===== src/rtl/dma_channel_map.svh =====
/*
 Register indices, descriptor layout, field positions and codes of the
 DMA channel. Assumes byte addressing on the register bus, byte address
 equal to four times the index.
*/
`ifndef DMA_CHANNEL_MAP_SVH
`define DMA_CHANNEL_MAP_SVH
`define REG_ACTCTL_IDX 8'h00
`define REG_SRCEND_IDX 8'h04
`define REG_CTRL_IDX 8'h10
`define REG_BASE_IDX 8'h11
`define REG_WRB_IDX 8'h12
`define REG_CHNUM_IDX 8'h13
`define REG_INTFLAG_IDX 8'h14
`define REG_COUNT_IDX 8'h15
`define REG_STATUS_IDX 8'h4f
`define DESC_STRIDE 32'h00000010
`define DESC_WORD_STEP 32'h00000004
`define NEXT_END 32'h00000000
`define BT_VALID 0
`define BT_EVO_LO 1
`define BT_ACT_LO 3
`define BT_BEAT_LO 8
`define BT_SOURCE_INCREMENT_ENABLE 10
`define BT_DESTINATION_INCREMENT_ENABLE 11
`define BT_STEP_TARGET_SELECT 12
`define BT_STEP_LO 13
`define BT_RSVD_MASK 16'h00e0
`define STAT_WAIT 0
`define STAT_BUSY 1
`define STAT_FETCH_ERR 2
`define IF_XERR 0
`define IF_TCMPL 1
`define IF_HOLD 2
`define CTRL_ENABLE 0
`define CTRL_RESUME 1
`define BEAT_RSVD 2'h3
`define EVO_BLOCK 2'h1
`define EVO_RSVD 2'h2
`define EVO_BEAT 2'h3
`define STATUS_RESET 8'h00
`endif


===== src/rtl/dma_channel_pkg.sv =====
/*
 Types of the DMA channel: sequencer states and write-back causes.
 Assumes nothing of its surroundings.
*/
package dma_channel_pkg;
  typedef enum logic [2:0] {
    ST_IDLE, ST_FETCH, ST_CHECK, ST_WAIT, ST_READ, ST_WRITE, ST_WB, ST_HOLD
  } chan_state_t;
  typedef enum logic [2:0] {
    WB_DONE, WB_SUSPEND, WB_ERROR, WB_ABORT, WB_LOST
  } wb_cause_t;
endpackage : dma_channel_pkg


===== src/rtl/dma_channel_descriptor_status.sv =====
/*
 One DMA channel: descriptor fetch, beat engine, write-back, status.
 Assumes an Avalon-MM master for registers and an Avalon-MM slave
 memory system (response nonzero is a bus error) on the same clock.
*/
// Chosen here: the Avalon-MM slave port.
// Functional notes
// - Fetch error flag sets on invalid descriptor, clears on resume command.
// - Busy sets when transfer starts; clears on block end, bus error, disable.
// - Pending sets while waiting; clears on trigger start, bus error, disable.
// - Status register is read-only, resets to zero, upper bits read zero.
// - Descriptor lives at base or write-back base plus channel times 16.
// - Step field scales increment: beat size times two to the field value.
// - Step select zero steps destination, one steps source.
// - Destination fixed when its increment bit is zero, else advances.
// - Source fixed when its increment bit is zero, else advances.
// - Beat width field sets access width: 8, 16, 32 bits, 3 reserved.
// - Block action: none, interrupt, suspend, or both after a block.
// - Event output: off, strobe per block, strobe per beat, 2 reserved.
// - Fetching a descriptor with valid bit zero suspends the channel.
// - Write-back copy valid bit clears on abort, error, or block end.
// - 16-bit beat count; internal copy decrements once per beat.
// - Internal count written back on priority loss, suspend, or disable.
// - Channel disables on transfer end, transfer error, or software.
// - Source word is the address one increment past the last beat.
// - Destination word is the address one increment past the last beat.
// - Zero next-descriptor pointer ends the transaction.
// - Invalid fetch also sets transfer error and suspend flags.
`timescale 1ns/10ps
`include "dma_channel_map.svh"
module dma_channel_descriptor_status (
  input wire logic sys_clk_i,
  input wire logic reset_i,
  input wire logic [9:0] avs_address_i,
  input wire logic avs_read_i,
  input wire logic avs_write_i,
  input wire logic [31:0] avs_writedata_i,
  input wire logic [3:0] avs_byteenable_i,
  output logic [31:0] avs_readdata_o,
  output logic avs_waitrequest_o,
  input wire logic trigger_i,
  input wire logic priority_lost_i,
  output logic [31:0] m_address_o,
  output logic m_read_o,
  output logic m_write_o,
  output logic [31:0] m_writedata_o,
  output logic [3:0] m_byteenable_o,
  input wire logic [31:0] m_readdata_i,
  input wire logic m_waitrequest_i,
  input wire logic [1:0] m_response_i,
  output logic event_o
);
  dma_channel_pkg::chan_state_t st_q;
  dma_channel_pkg::wb_cause_t why_q;
  logic ack_q;
  logic enable_q;
  logic fetch_error_flag_q;
  logic [2:0] intflag_q;
  logic [31:0] base_q;
  logic [31:0] wrb_q;
  logic [2:0] chnum_q;
  logic [15:0] ctrl_q;
  logic [15:0] cnt_q;
  logic [31:0] src_end_q;
  logic [31:0] dst_end_q;
  logic [31:0] next_q;
  logic [31:0] src_q;
  logic [31:0] dst_q;
  logic [31:0] data_q;
  logic [31:0] fetch_q;
  logic [1:0] word_q;
  logic evt_q;
  logic [7:0] status;
  logic [7:0] idx;
  logic wr_acc;
  logic rd_acc;
  logic resume_cmd;
  logic [31:0] chan_ofs;
  logic [31:0] wmask;
  logic [1:0] beat;
  logic [2:0] beat_bytes;
  logic [9:0] step_bytes;
  logic [31:0] src_inc;
  logic [31:0] dst_inc;
  logic [3:0] lane_be;
  logic xfer_done;
  logic bus_err;
  logic [2:0] flag_set;

  // One wait state: read data is registered before the answer edge
  assign avs_waitrequest_o = (avs_read_i | avs_write_i) & ~ack_q;
  assign idx = avs_address_i[9:2];
  assign wr_acc = avs_write_i & ack_q;
  assign rd_acc = avs_read_i & ~ack_q;
  assign resume_cmd = wr_acc && idx == `REG_CTRL_IDX && avs_writedata_i[`CTRL_RESUME];
  assign wmask = {{8{avs_byteenable_i[3]}}, {8{avs_byteenable_i[2]}},
                  {8{avs_byteenable_i[1]}}, {8{avs_byteenable_i[0]}}};
  assign chan_ofs = {25'h0000000, chnum_q, 4'h0} & ~(`DESC_STRIDE - 32'h1);

  assign beat = ctrl_q[`BT_BEAT_LO +: 2];
  assign beat_bytes = 3'h1 << beat;
  assign step_bytes = 10'({7'h00, beat_bytes} << ctrl_q[`BT_STEP_LO +: 3]);
  always_comb begin
    src_inc = 32'h0;
    dst_inc = 32'h0;
    if (ctrl_q[`BT_SOURCE_INCREMENT_ENABLE]) begin
      src_inc = ctrl_q[`BT_STEP_TARGET_SELECT] ? {22'h000000, step_bytes} : {29'h0, beat_bytes};
    end
    if (ctrl_q[`BT_DESTINATION_INCREMENT_ENABLE]) begin
      dst_inc = ctrl_q[`BT_STEP_TARGET_SELECT] ? {29'h0, beat_bytes} : {22'h000000, step_bytes};
    end
  end

  // Byte lanes of the current access, from the address low bits
  always_comb begin
    logic [1:0] a;
    a = (st_q == dma_channel_pkg::ST_WRITE) ? dst_q[1:0] : src_q[1:0];
    unique case (beat)
      2'h0: lane_be = 4'h1 << a;
      2'h1: lane_be = a[1] ? 4'hc : 4'h3;
      default: lane_be = 4'hf;
    endcase
  end

  assign xfer_done = (m_read_o | m_write_o) & ~m_waitrequest_i;
  assign bus_err = xfer_done && m_response_i != 2'h0;

  always_comb begin
    m_read_o = 1'b0;
    m_write_o = 1'b0;
    m_address_o = 32'h0;
    m_byteenable_o = 4'hf;
    unique case (st_q)
      dma_channel_pkg::ST_FETCH: begin
        m_read_o = 1'b1;
        m_address_o = fetch_q + {28'h0, word_q, 2'h0};
      end
      dma_channel_pkg::ST_READ: begin
        m_read_o = 1'b1;
        m_address_o = {src_q[31:2], 2'h0};
        m_byteenable_o = lane_be;
      end
      dma_channel_pkg::ST_WRITE: begin
        m_write_o = 1'b1;
        m_address_o = {dst_q[31:2], 2'h0};
        m_byteenable_o = lane_be;
      end
      dma_channel_pkg::ST_WB: begin
        m_write_o = 1'b1;
        m_address_o = wrb_q + chan_ofs;
      end
      default: begin
      end
    endcase
  end

  // Write-back word: count high, control low; valid kept only when resumable
  always_comb begin
    m_writedata_o = data_q;
    if (st_q == dma_channel_pkg::ST_WB) begin
      m_writedata_o = {cnt_q, ctrl_q};
      if (why_q != dma_channel_pkg::WB_LOST) begin
        m_writedata_o[`BT_VALID] = 1'b0;
      end
    end
  end

  always_ff @(posedge sys_clk_i) begin
    if (reset_i) begin
      st_q <= dma_channel_pkg::ST_IDLE;
      why_q <= dma_channel_pkg::WB_DONE;
      word_q <= 2'h0;
      fetch_q <= 32'h0;
      ctrl_q <= 16'h0000;
      cnt_q <= 16'h0000;
      src_end_q <= 32'h0;
      dst_end_q <= 32'h0;
      next_q <= 32'h0;
      src_q <= 32'h0;
      dst_q <= 32'h0;
      data_q <= 32'h0;
      evt_q <= 1'b0;
      flag_set <= 3'h0;
    end else begin
      evt_q <= 1'b0;
      flag_set <= 3'h0;
      unique case (st_q)
        dma_channel_pkg::ST_IDLE: begin
          if (enable_q) begin
            fetch_q <= base_q + chan_ofs;
            word_q <= 2'h0;
            st_q <= dma_channel_pkg::ST_FETCH;
          end
        end
        dma_channel_pkg::ST_FETCH: begin
          if (bus_err) begin
            flag_set[`IF_XERR] <= 1'b1;
            st_q <= dma_channel_pkg::ST_IDLE;
          end else if (xfer_done) begin
            unique case (word_q)
              2'h0: begin
                ctrl_q <= m_readdata_i[15:0] & ~`BT_RSVD_MASK;
                cnt_q <= m_readdata_i[31:16];
              end
              2'h1: src_end_q <= m_readdata_i;
              2'h2: dst_end_q <= m_readdata_i;
              2'h3: next_q <= m_readdata_i;
            endcase
            word_q <= word_q + 2'h1;
            if (word_q == 2'h3) begin
              st_q <= dma_channel_pkg::ST_CHECK;
            end
          end
        end
        dma_channel_pkg::ST_CHECK: begin
          src_q <= src_end_q - 32'(cnt_q * src_inc);
          dst_q <= dst_end_q - 32'(cnt_q * dst_inc);
          if (!ctrl_q[`BT_VALID]) begin
            flag_set <= 3'h5;
            st_q <= dma_channel_pkg::ST_HOLD;
          end else if (beat == `BEAT_RSVD ||
                       ctrl_q[`BT_EVO_LO +: 2] == `EVO_RSVD) begin
            // Fault before any beat access, so no odd width ever reaches the bus
            flag_set[`IF_XERR] <= 1'b1;
            why_q <= dma_channel_pkg::WB_ERROR;
            st_q <= dma_channel_pkg::ST_WB;
          end else if (cnt_q == 16'h0000) begin
            fetch_q <= next_q;
            why_q <= dma_channel_pkg::WB_DONE;
            st_q <= dma_channel_pkg::ST_WB;
          end else begin
            st_q <= dma_channel_pkg::ST_WAIT;
          end
        end
        dma_channel_pkg::ST_WAIT: begin
          if (!enable_q) begin
            why_q <= dma_channel_pkg::WB_ABORT;
            st_q <= dma_channel_pkg::ST_WB;
          end else if (trigger_i) begin
            st_q <= dma_channel_pkg::ST_READ;
          end
        end
        dma_channel_pkg::ST_READ: begin
          if (bus_err) begin
            flag_set[`IF_XERR] <= 1'b1;
            why_q <= dma_channel_pkg::WB_ERROR;
            st_q <= dma_channel_pkg::ST_WB;
          end else if (xfer_done) begin
            // Pick the source lane and copy it to every lane for the write
            unique case (beat)
              2'h0: data_q <= {4{m_readdata_i[8*src_q[1:0] +: 8]}};
              2'h1: data_q <= {2{m_readdata_i[16*src_q[1] +: 16]}};
              default: data_q <= m_readdata_i;
            endcase
            st_q <= dma_channel_pkg::ST_WRITE;
          end
        end
        dma_channel_pkg::ST_WRITE: begin
          if (bus_err) begin
            flag_set[`IF_XERR] <= 1'b1;
            why_q <= dma_channel_pkg::WB_ERROR;
            st_q <= dma_channel_pkg::ST_WB;
          end else if (xfer_done) begin
            src_q <= src_q + src_inc;
            dst_q <= dst_q + dst_inc;
            cnt_q <= cnt_q - 16'h0001;
            evt_q <= ctrl_q[`BT_EVO_LO +: 2] == `EVO_BEAT;
            if (cnt_q == 16'h0001) begin
              evt_q <= ctrl_q[`BT_EVO_LO +: 2] != 2'h0;
              flag_set[`IF_TCMPL] <= ctrl_q[`BT_ACT_LO];
              flag_set[`IF_HOLD] <= ctrl_q[`BT_ACT_LO + 1];
              fetch_q <= next_q;
              why_q <= ctrl_q[`BT_ACT_LO + 1] ? dma_channel_pkg::WB_SUSPEND
                                              : dma_channel_pkg::WB_DONE;
              st_q <= dma_channel_pkg::ST_WB;
            end else if (!enable_q) begin
              why_q <= dma_channel_pkg::WB_ABORT;
              st_q <= dma_channel_pkg::ST_WB;
            end else if (priority_lost_i) begin
              why_q <= dma_channel_pkg::WB_LOST;
              st_q <= dma_channel_pkg::ST_WB;
            end else begin
              st_q <= dma_channel_pkg::ST_READ;
            end
          end
        end
        dma_channel_pkg::ST_WB: begin
          if (xfer_done) begin
            unique case (why_q)
              dma_channel_pkg::WB_LOST: st_q <= dma_channel_pkg::ST_WAIT;
              dma_channel_pkg::WB_SUSPEND: st_q <= dma_channel_pkg::ST_HOLD;
              dma_channel_pkg::WB_DONE: begin
                word_q <= 2'h0;
                st_q <= (fetch_q == `NEXT_END) ? dma_channel_pkg::ST_IDLE
                                               : dma_channel_pkg::ST_FETCH;
              end
              default: st_q <= dma_channel_pkg::ST_IDLE;
            endcase
          end
        end
        dma_channel_pkg::ST_HOLD: begin
          if (!enable_q) begin
            st_q <= dma_channel_pkg::ST_IDLE;
          end else if (resume_cmd) begin
            word_q <= 2'h0;
            st_q <= (fetch_q == `NEXT_END) ? dma_channel_pkg::ST_IDLE
                                           : dma_channel_pkg::ST_FETCH;
          end
        end
        default: st_q <= dma_channel_pkg::ST_IDLE;
      endcase
    end
  end

  assign event_o = evt_q;

  // Hardware disables the channel; a software enable in the same cycle wins
  always_ff @(posedge sys_clk_i) begin
    if (reset_i) begin
      enable_q <= 1'b0;
    end else if (wr_acc && idx == `REG_CTRL_IDX) begin
      // Resume onto a zero next pointer ends the transaction despite the enable bit
      enable_q <= avs_writedata_i[`CTRL_ENABLE] &&
                  !(st_q == dma_channel_pkg::ST_HOLD && resume_cmd &&
                    fetch_q == `NEXT_END);
    end else if ((st_q == dma_channel_pkg::ST_FETCH && bus_err) ||
                 (st_q == dma_channel_pkg::ST_WB && xfer_done &&
                  (why_q == dma_channel_pkg::WB_ERROR ||
                   (why_q == dma_channel_pkg::WB_DONE && fetch_q == `NEXT_END)))) begin
      enable_q <= 1'b0;
    end
  end

  always_ff @(posedge sys_clk_i) begin
    if (reset_i) begin
      fetch_error_flag_q <= 1'b0;
    end else if (st_q == dma_channel_pkg::ST_CHECK && !ctrl_q[`BT_VALID]) begin
      fetch_error_flag_q <= 1'b1;
    end else if (resume_cmd) begin
      fetch_error_flag_q <= 1'b0;
    end
  end

  // Write one to clear; a flag raised in the same cycle survives
  always_ff @(posedge sys_clk_i) begin
    if (reset_i) begin
      intflag_q <= 3'h0;
    end else if (wr_acc && idx == `REG_INTFLAG_IDX) begin
      intflag_q <= (intflag_q & ~avs_writedata_i[2:0]) | flag_set;
    end else begin
      intflag_q <= intflag_q | flag_set;
    end
  end

  always_ff @(posedge sys_clk_i) begin
    if (reset_i) begin
      base_q <= 32'h0;
      wrb_q <= 32'h0;
      chnum_q <= 3'h0;
    end else if (wr_acc) begin
      if (idx == `REG_BASE_IDX) begin
        base_q <= (base_q & ~wmask) | (avs_writedata_i & wmask);
      end
      if (idx == `REG_WRB_IDX) begin
        wrb_q <= (wrb_q & ~wmask) | (avs_writedata_i & wmask);
      end
      if (idx == `REG_CHNUM_IDX) begin
        chnum_q <= avs_writedata_i[2:0];
      end
    end
  end

  assign status = {5'h00, fetch_error_flag_q,
                   st_q == dma_channel_pkg::ST_READ || st_q == dma_channel_pkg::ST_WRITE,
                   st_q == dma_channel_pkg::ST_WAIT};

  always_ff @(posedge sys_clk_i) begin
    if (reset_i) begin
      ack_q <= 1'b0;
      avs_readdata_o <= 32'h0;
    end else begin
      ack_q <= (avs_read_i | avs_write_i) & ~ack_q;
      if (rd_acc) begin
        unique case (idx)
          `REG_ACTCTL_IDX: avs_readdata_o <= {16'h0000, ctrl_q};
          `REG_SRCEND_IDX: avs_readdata_o <= src_end_q;
          `REG_CTRL_IDX: avs_readdata_o <= {31'h0, enable_q};
          `REG_BASE_IDX: avs_readdata_o <= base_q;
          `REG_WRB_IDX: avs_readdata_o <= wrb_q;
          `REG_CHNUM_IDX: avs_readdata_o <= {29'h0, chnum_q};
          `REG_INTFLAG_IDX: avs_readdata_o <= {29'h0, intflag_q};
          `REG_COUNT_IDX: avs_readdata_o <= {16'h0000, cnt_q};
          `REG_STATUS_IDX: avs_readdata_o <= {24'h000000, status};
          default: avs_readdata_o <= 32'h0;
        endcase
      end
    end
  end
endmodule : dma_channel_descriptor_status


===== config.mk =====
export PLATFORM = sky130hd
export DESIGN_NAME = dma_channel_descriptor_status
export DESIGN_NICKNAME = d
export VERILOG_FILES = /design/src/rtl/dma_channel_pkg.sv /design/src/rtl/dma_channel_descriptor_status.sv
export VERILOG_INCLUDE_DIRS = /design/src /design/src/rtl
export SDC_FILE = /design/constraint.sdc
export NUM_CORES = 2
export LEC_CHECK = 0
export BUFFER_PORTS_ARGS = -buffer_cell sky130_fd_sc_hd__buf_2
export CAP_MARGIN = 15
export CELL_PAD_IN_SITES_DETAIL_PLACEMENT = 1
export CELL_PAD_IN_SITES_GLOBAL_PLACEMENT = 1
export CORE_ASPECT_RATIO = 0.8
export CORE_MARGIN = 2
export CORE_UTILIZATION = 45
export CTS_BUF_LIST = sky130_fd_sc_hd__clkbuf_16
export DETAILED_ROUTE_END_ITERATION = 8
export GPL_TIMING_DRIVEN = 0
export PLACE_DENSITY = 0.78
export RECOVER_POWER = 50
export SLEW_MARGIN = 20
export SYNTH_ARGS = -nofsm -noshare
export SYNTH_HDL_FRONTEND = slang
export SYNTH_SLANG_ARGS = --single-unit

===== constraint.sdc =====
create_clock -name sys_clk_i -period 7.6 [get_ports sys_clk_i]
set_input_delay 1.14 -clock sys_clk_i [delete_from_list [all_inputs] [get_ports sys_clk_i]]
set_output_delay 1.14 -clock sys_clk_i [all_outputs]
set_load 0.01 [all_outputs]

==> impl_metrics.env <==
export IMPL_status="finished, violations left"
export IMPL_violations="capacitance limit, slew limit, setup timing"
export IMPL_cts_tree="done"
export IMPL_hold_viol_final=0
export IMPL_fp_coreArea_um2=75400
export IMPL_maxSlewHeadroom_pct=-5.84
export IMPL_routed_wl_um=175000
export IMPL_h_tree_depth=2
export IMPL_critPathRequiredTime_ns=8.05
export IMPL_arrival_ns=8.06
export IMPL_netlist_area_leader_share_pct=21.6
export IMPL_fp_dieArea_um2=78500
export IMPL_crit_fanout=10
export IMPL_drt_initial_drc_count=4920
export IMPL_path_clk_slew_ns=0.07
export IMPL_synth_area_um2=34300
export IMPL_final_nets=5206
export IMPL_antenna_found_initial=11
export IMPL_syn_nets=4974
export IMPL_rsz0062_at_grt="yes"
export IMPL_yosys_area_share_xor_xnor_pct=3.37
export IMPL_finClkSkew_ns=0.0247
export IMPL_p_int_uw=3470
export IMPL_synth_fa_ha_area_share_pct=24.0
export IMPL_grt_pass1_vias=35400
export IMPL_synth_common_cells="nand2_1 (665), inv_1 (472), a21oi_1 (397)"
export IMPL_grt_max_degree=14
export IMPL_drive_above_1_share_pct=8.47
export IMPL_yosysMostFrequentCell="nand2_1"
export IMPL_slowest_delay_ns=0.62
export IMPL_ioPinCount=191
export IMPL_synthTopCellsByArea="dfxtp_1 (22%), fa_1 (16%), ha_1 (7.6%)"
export IMPL_min_from="flag_set[2]$_SDFF_PP0_"
export IMPL_fin_util_pct=50.8
export IMPL_wl_per_cell_um=30.7
export IMPL_rows=90
export IMPL_p_leak_uw=0.0155
export IMPL_grt_busiest_layer="met1"
export IMPL_setup_ws_ns=-0.0169
export IMPL_crit_slowest_cell="fa_1"
export IMPL_synthCells=4399
export IMPL_cp_start_kind="flip-flop"
export IMPL_avgSynthCellArea_um2=7.80
export IMPL_globalplace_congestion=1.05
export IMPL_synth_compound_area_share_pct=17.6
export IMPL_synthArstFlopShare_pct=0
export IMPL_r2r_start="ctrl_q[13]$_SDFFE_PP0P_"
export IMPL_synth_top_family_by_area="adder cells"
export IMPL_tightest_slew_ns=1.58
export IMPL_hpwl_um=141000
export IMPL_synth_seq_cells=370
export IMPL_synth_distinct_cells=86
export IMPL_clkLatencyLatePin_ns=0.62
export IMPL_stdcell_count=5683
export IMPL_post_route_min_period_ns=7.62
export IMPL_clock_sinks=370
export IMPL_muxShareOfSynthArea_pct=3.89
export IMPL_cpLargestDelayFamily="adder cells"
export IMPL_path_class="reg2reg"
export IMPL_ys_warn_count=0
export IMPL_crit_chain="buf_4, nor4_2, a31oi_2, clkbuf_4, nor3_4, and2_1, fa_1, inv_1, fa_1, fa_1, fa_1, fa_1, inv_1, fa_1, inv_1, ha_2, nand2_1, nor2_1, a41oi_1, a21oi_4, a31oi_1, xor2_1, a211oi_1"
export IMPL_synth_edf_count=0
export IMPL_grt_pass1_wl_um=248000
export IMPL_gr_usage_met2_pct=58.5
export IMPL_cts_path_max_buffers=3
export IMPL_die_y_um=251
export IMPL_power_density_nw_per_um2=145
export IMPL_fp_dieW_um=313
export IMPL_grtUsageMet3_pct=16.4
export IMPL_finalSetupViolCount=2
export IMPL_met1_usage_pct=62.1
export IMPL_vias=36200
export IMPL_syn_to_final_growth_pct=11.7
export IMPL_hold_buffers=0
export IMPL_max_freq_ghz=0.131
export IMPL_min_path_type="reg2reg"
export IMPL_power_switching_uw=2110
export IMPL_seqPwrFrac_pct=39.4
export IMPL_drcViolationCount=0
export IMPL_track_usage_pct=43.5
export IMPL_postRouteAntennaNets=0
export IMPL_cp_end_kind="flip-flop"
export IMPL_initial_utilization_pct=45.5
export IMPL_yosys_area_share_simple_pct=21.3
export IMPL_swShare_pct=37.8
export IMPL_synthFlopType="dfxtp_1"
export IMPL_dpl_cell_count=5595
export IMPL_seq_area_frac_synth_pct=21.6
export IMPL_drv_cap=1
export IMPL_dr_pass1_iters=9
export IMPL_path_common_cell="fa_1"
export IMPL_period_share_pct=100
export IMPL_clockPowerShare_pct=36.8
export IMPL_ir_drop_v=0.000201
export IMPL_path_buf_inv=5
export IMPL_via_per_inst=6.36
export IMPL_slew_violations=10
export IMPL_cts_buffers=41
export IMPL_ctsRootBufferMaster="clkbuf_16"
export IMPL_synth_area_leader_cell="dfxtp_1"
export IMPL_grt_overflow=0
export IMPL_io_buffers=183
export IMPL_startpoint="ctrl_q[13]$_SDFFE_PP0P_"
export IMPL_p_comb_share_pct=23.8
==> what timing repair did <==
| item | 4_1_cts | 5_1_grt |
|---|---|---|
| buffers inserted | 7 | 5 |
| pin swaps | 3 | 6 |
| gates resized for setup | 103 | 54 |
| endpoints found under the setup margin | 47 | 34 |
==> worst paths after layout <==
kind	end	slack, ns	cells past startpoint
worst max-delay path	src_q[21]$_SDFFE_PP0P_	-0.02	23
worst min-delay path	intflag_q[2]$_SDFF_PP0_	0.45	2
worst max register to register	src_q[21]$_SDFFE_PP0P_	-0.02	23
worst min register to register	intflag_q[2]$_SDFF_PP0_	0.45	2
==> cell type report <==
cell class | instances | area [um^2]
timing repair buffer | 196 | 968
sequential | 370 | 7420
inverter | 475 | 1790
antenna | 8 | 20.0
buffer | 269 | 1180
tap | 1012 | 1270
fill | 9514 | 37100
clock buffer | 41 | 1030
clock inverter | 34 | 262
multi-input combinational | 3278 | 24400
==> cells by family (layout without fill, tap and decap cells) <==
kind of cell | after synthesis | after routing
buf+inv | 751 | 1015
mux | 115 | 115
simple gates | 1592 | 1592
fa+ha+maj | 488 | 488
other cells | 0 | 8
compound gates | 951 | 951
xor+xnor | 132 | 132
flops | 370 | 370
==> layer usage <==
layer  wire, um  share of wire, %
met1      73800                42
met2      66800                38
met3      25800                15
met4       8290               4.7
met5         65             0.037
==> power groups by stage <==
stage	Sequential [uW]	Clock (uW)	Combinational, uW
2_1_floorplan	2130	0	776
3_3_place_gp	2220	0	1240
3_5_place_dp	2220	0	1250
4_1_cts	2180	2040	1260
5_1_grt	2190	2120	1380
6_report	2200	2050	1320
==> tightest hold or removal path, delay by kind of cell, from the launching register on <==
kind	cells	cell delay [ns]
flops	1	0.31
simple gates	1	0.07
compound gates	1	0.04
==> stage by stage <==
step / setup slack [ns] / area, um^2 / TNS, ns / total power, uW / hold WS [ns]
floorplan: 0.687 / 34300 / 0 / 2910 / 0.413
global placement: -1.72 / 36500 / -52.26 / 3460 / 0.420
detailed placement: -1.86 / 36500 / -56.78 / 3470 / 0.449
CTS: -0.0254 / 38100 / -0.0254 / 5470 / 0.448
global route: -0.112 / 38300 / -0.738 / 5690 / 0.475
finish: -0.0169 / 38300 / -0.0285 / 5570 / 0.448
==> placed cells by master (no fill, tap or decap), types with 16 or more instances in the layout <==
master	n
a211oi_1	38
a222oi_1	39
nand3_1	68
nand2b_1	16
nand2_1	664
a21oi_1	393
o21a_1	23
inv_1	479
a221oi_1	19
xnor2_1	61
fa_1	279
buf_4	16
nor2_1	348
a211oi_2	23
nor4_1	23
xor2_1	69
a21o_1	30
o22ai_1	25
ha_1	205
clkbuf_1	257
nand4_1	45
and3_1	69
o211ai_1	19
and2_1	154
a31oi_1	31
mux2i_1	96
nor3_1	85
buf_2	162
or3_1	22
clkbuf_16	41
dfxtp_1	365
o21ai_0	163
(Power assumes the default switching activity.)
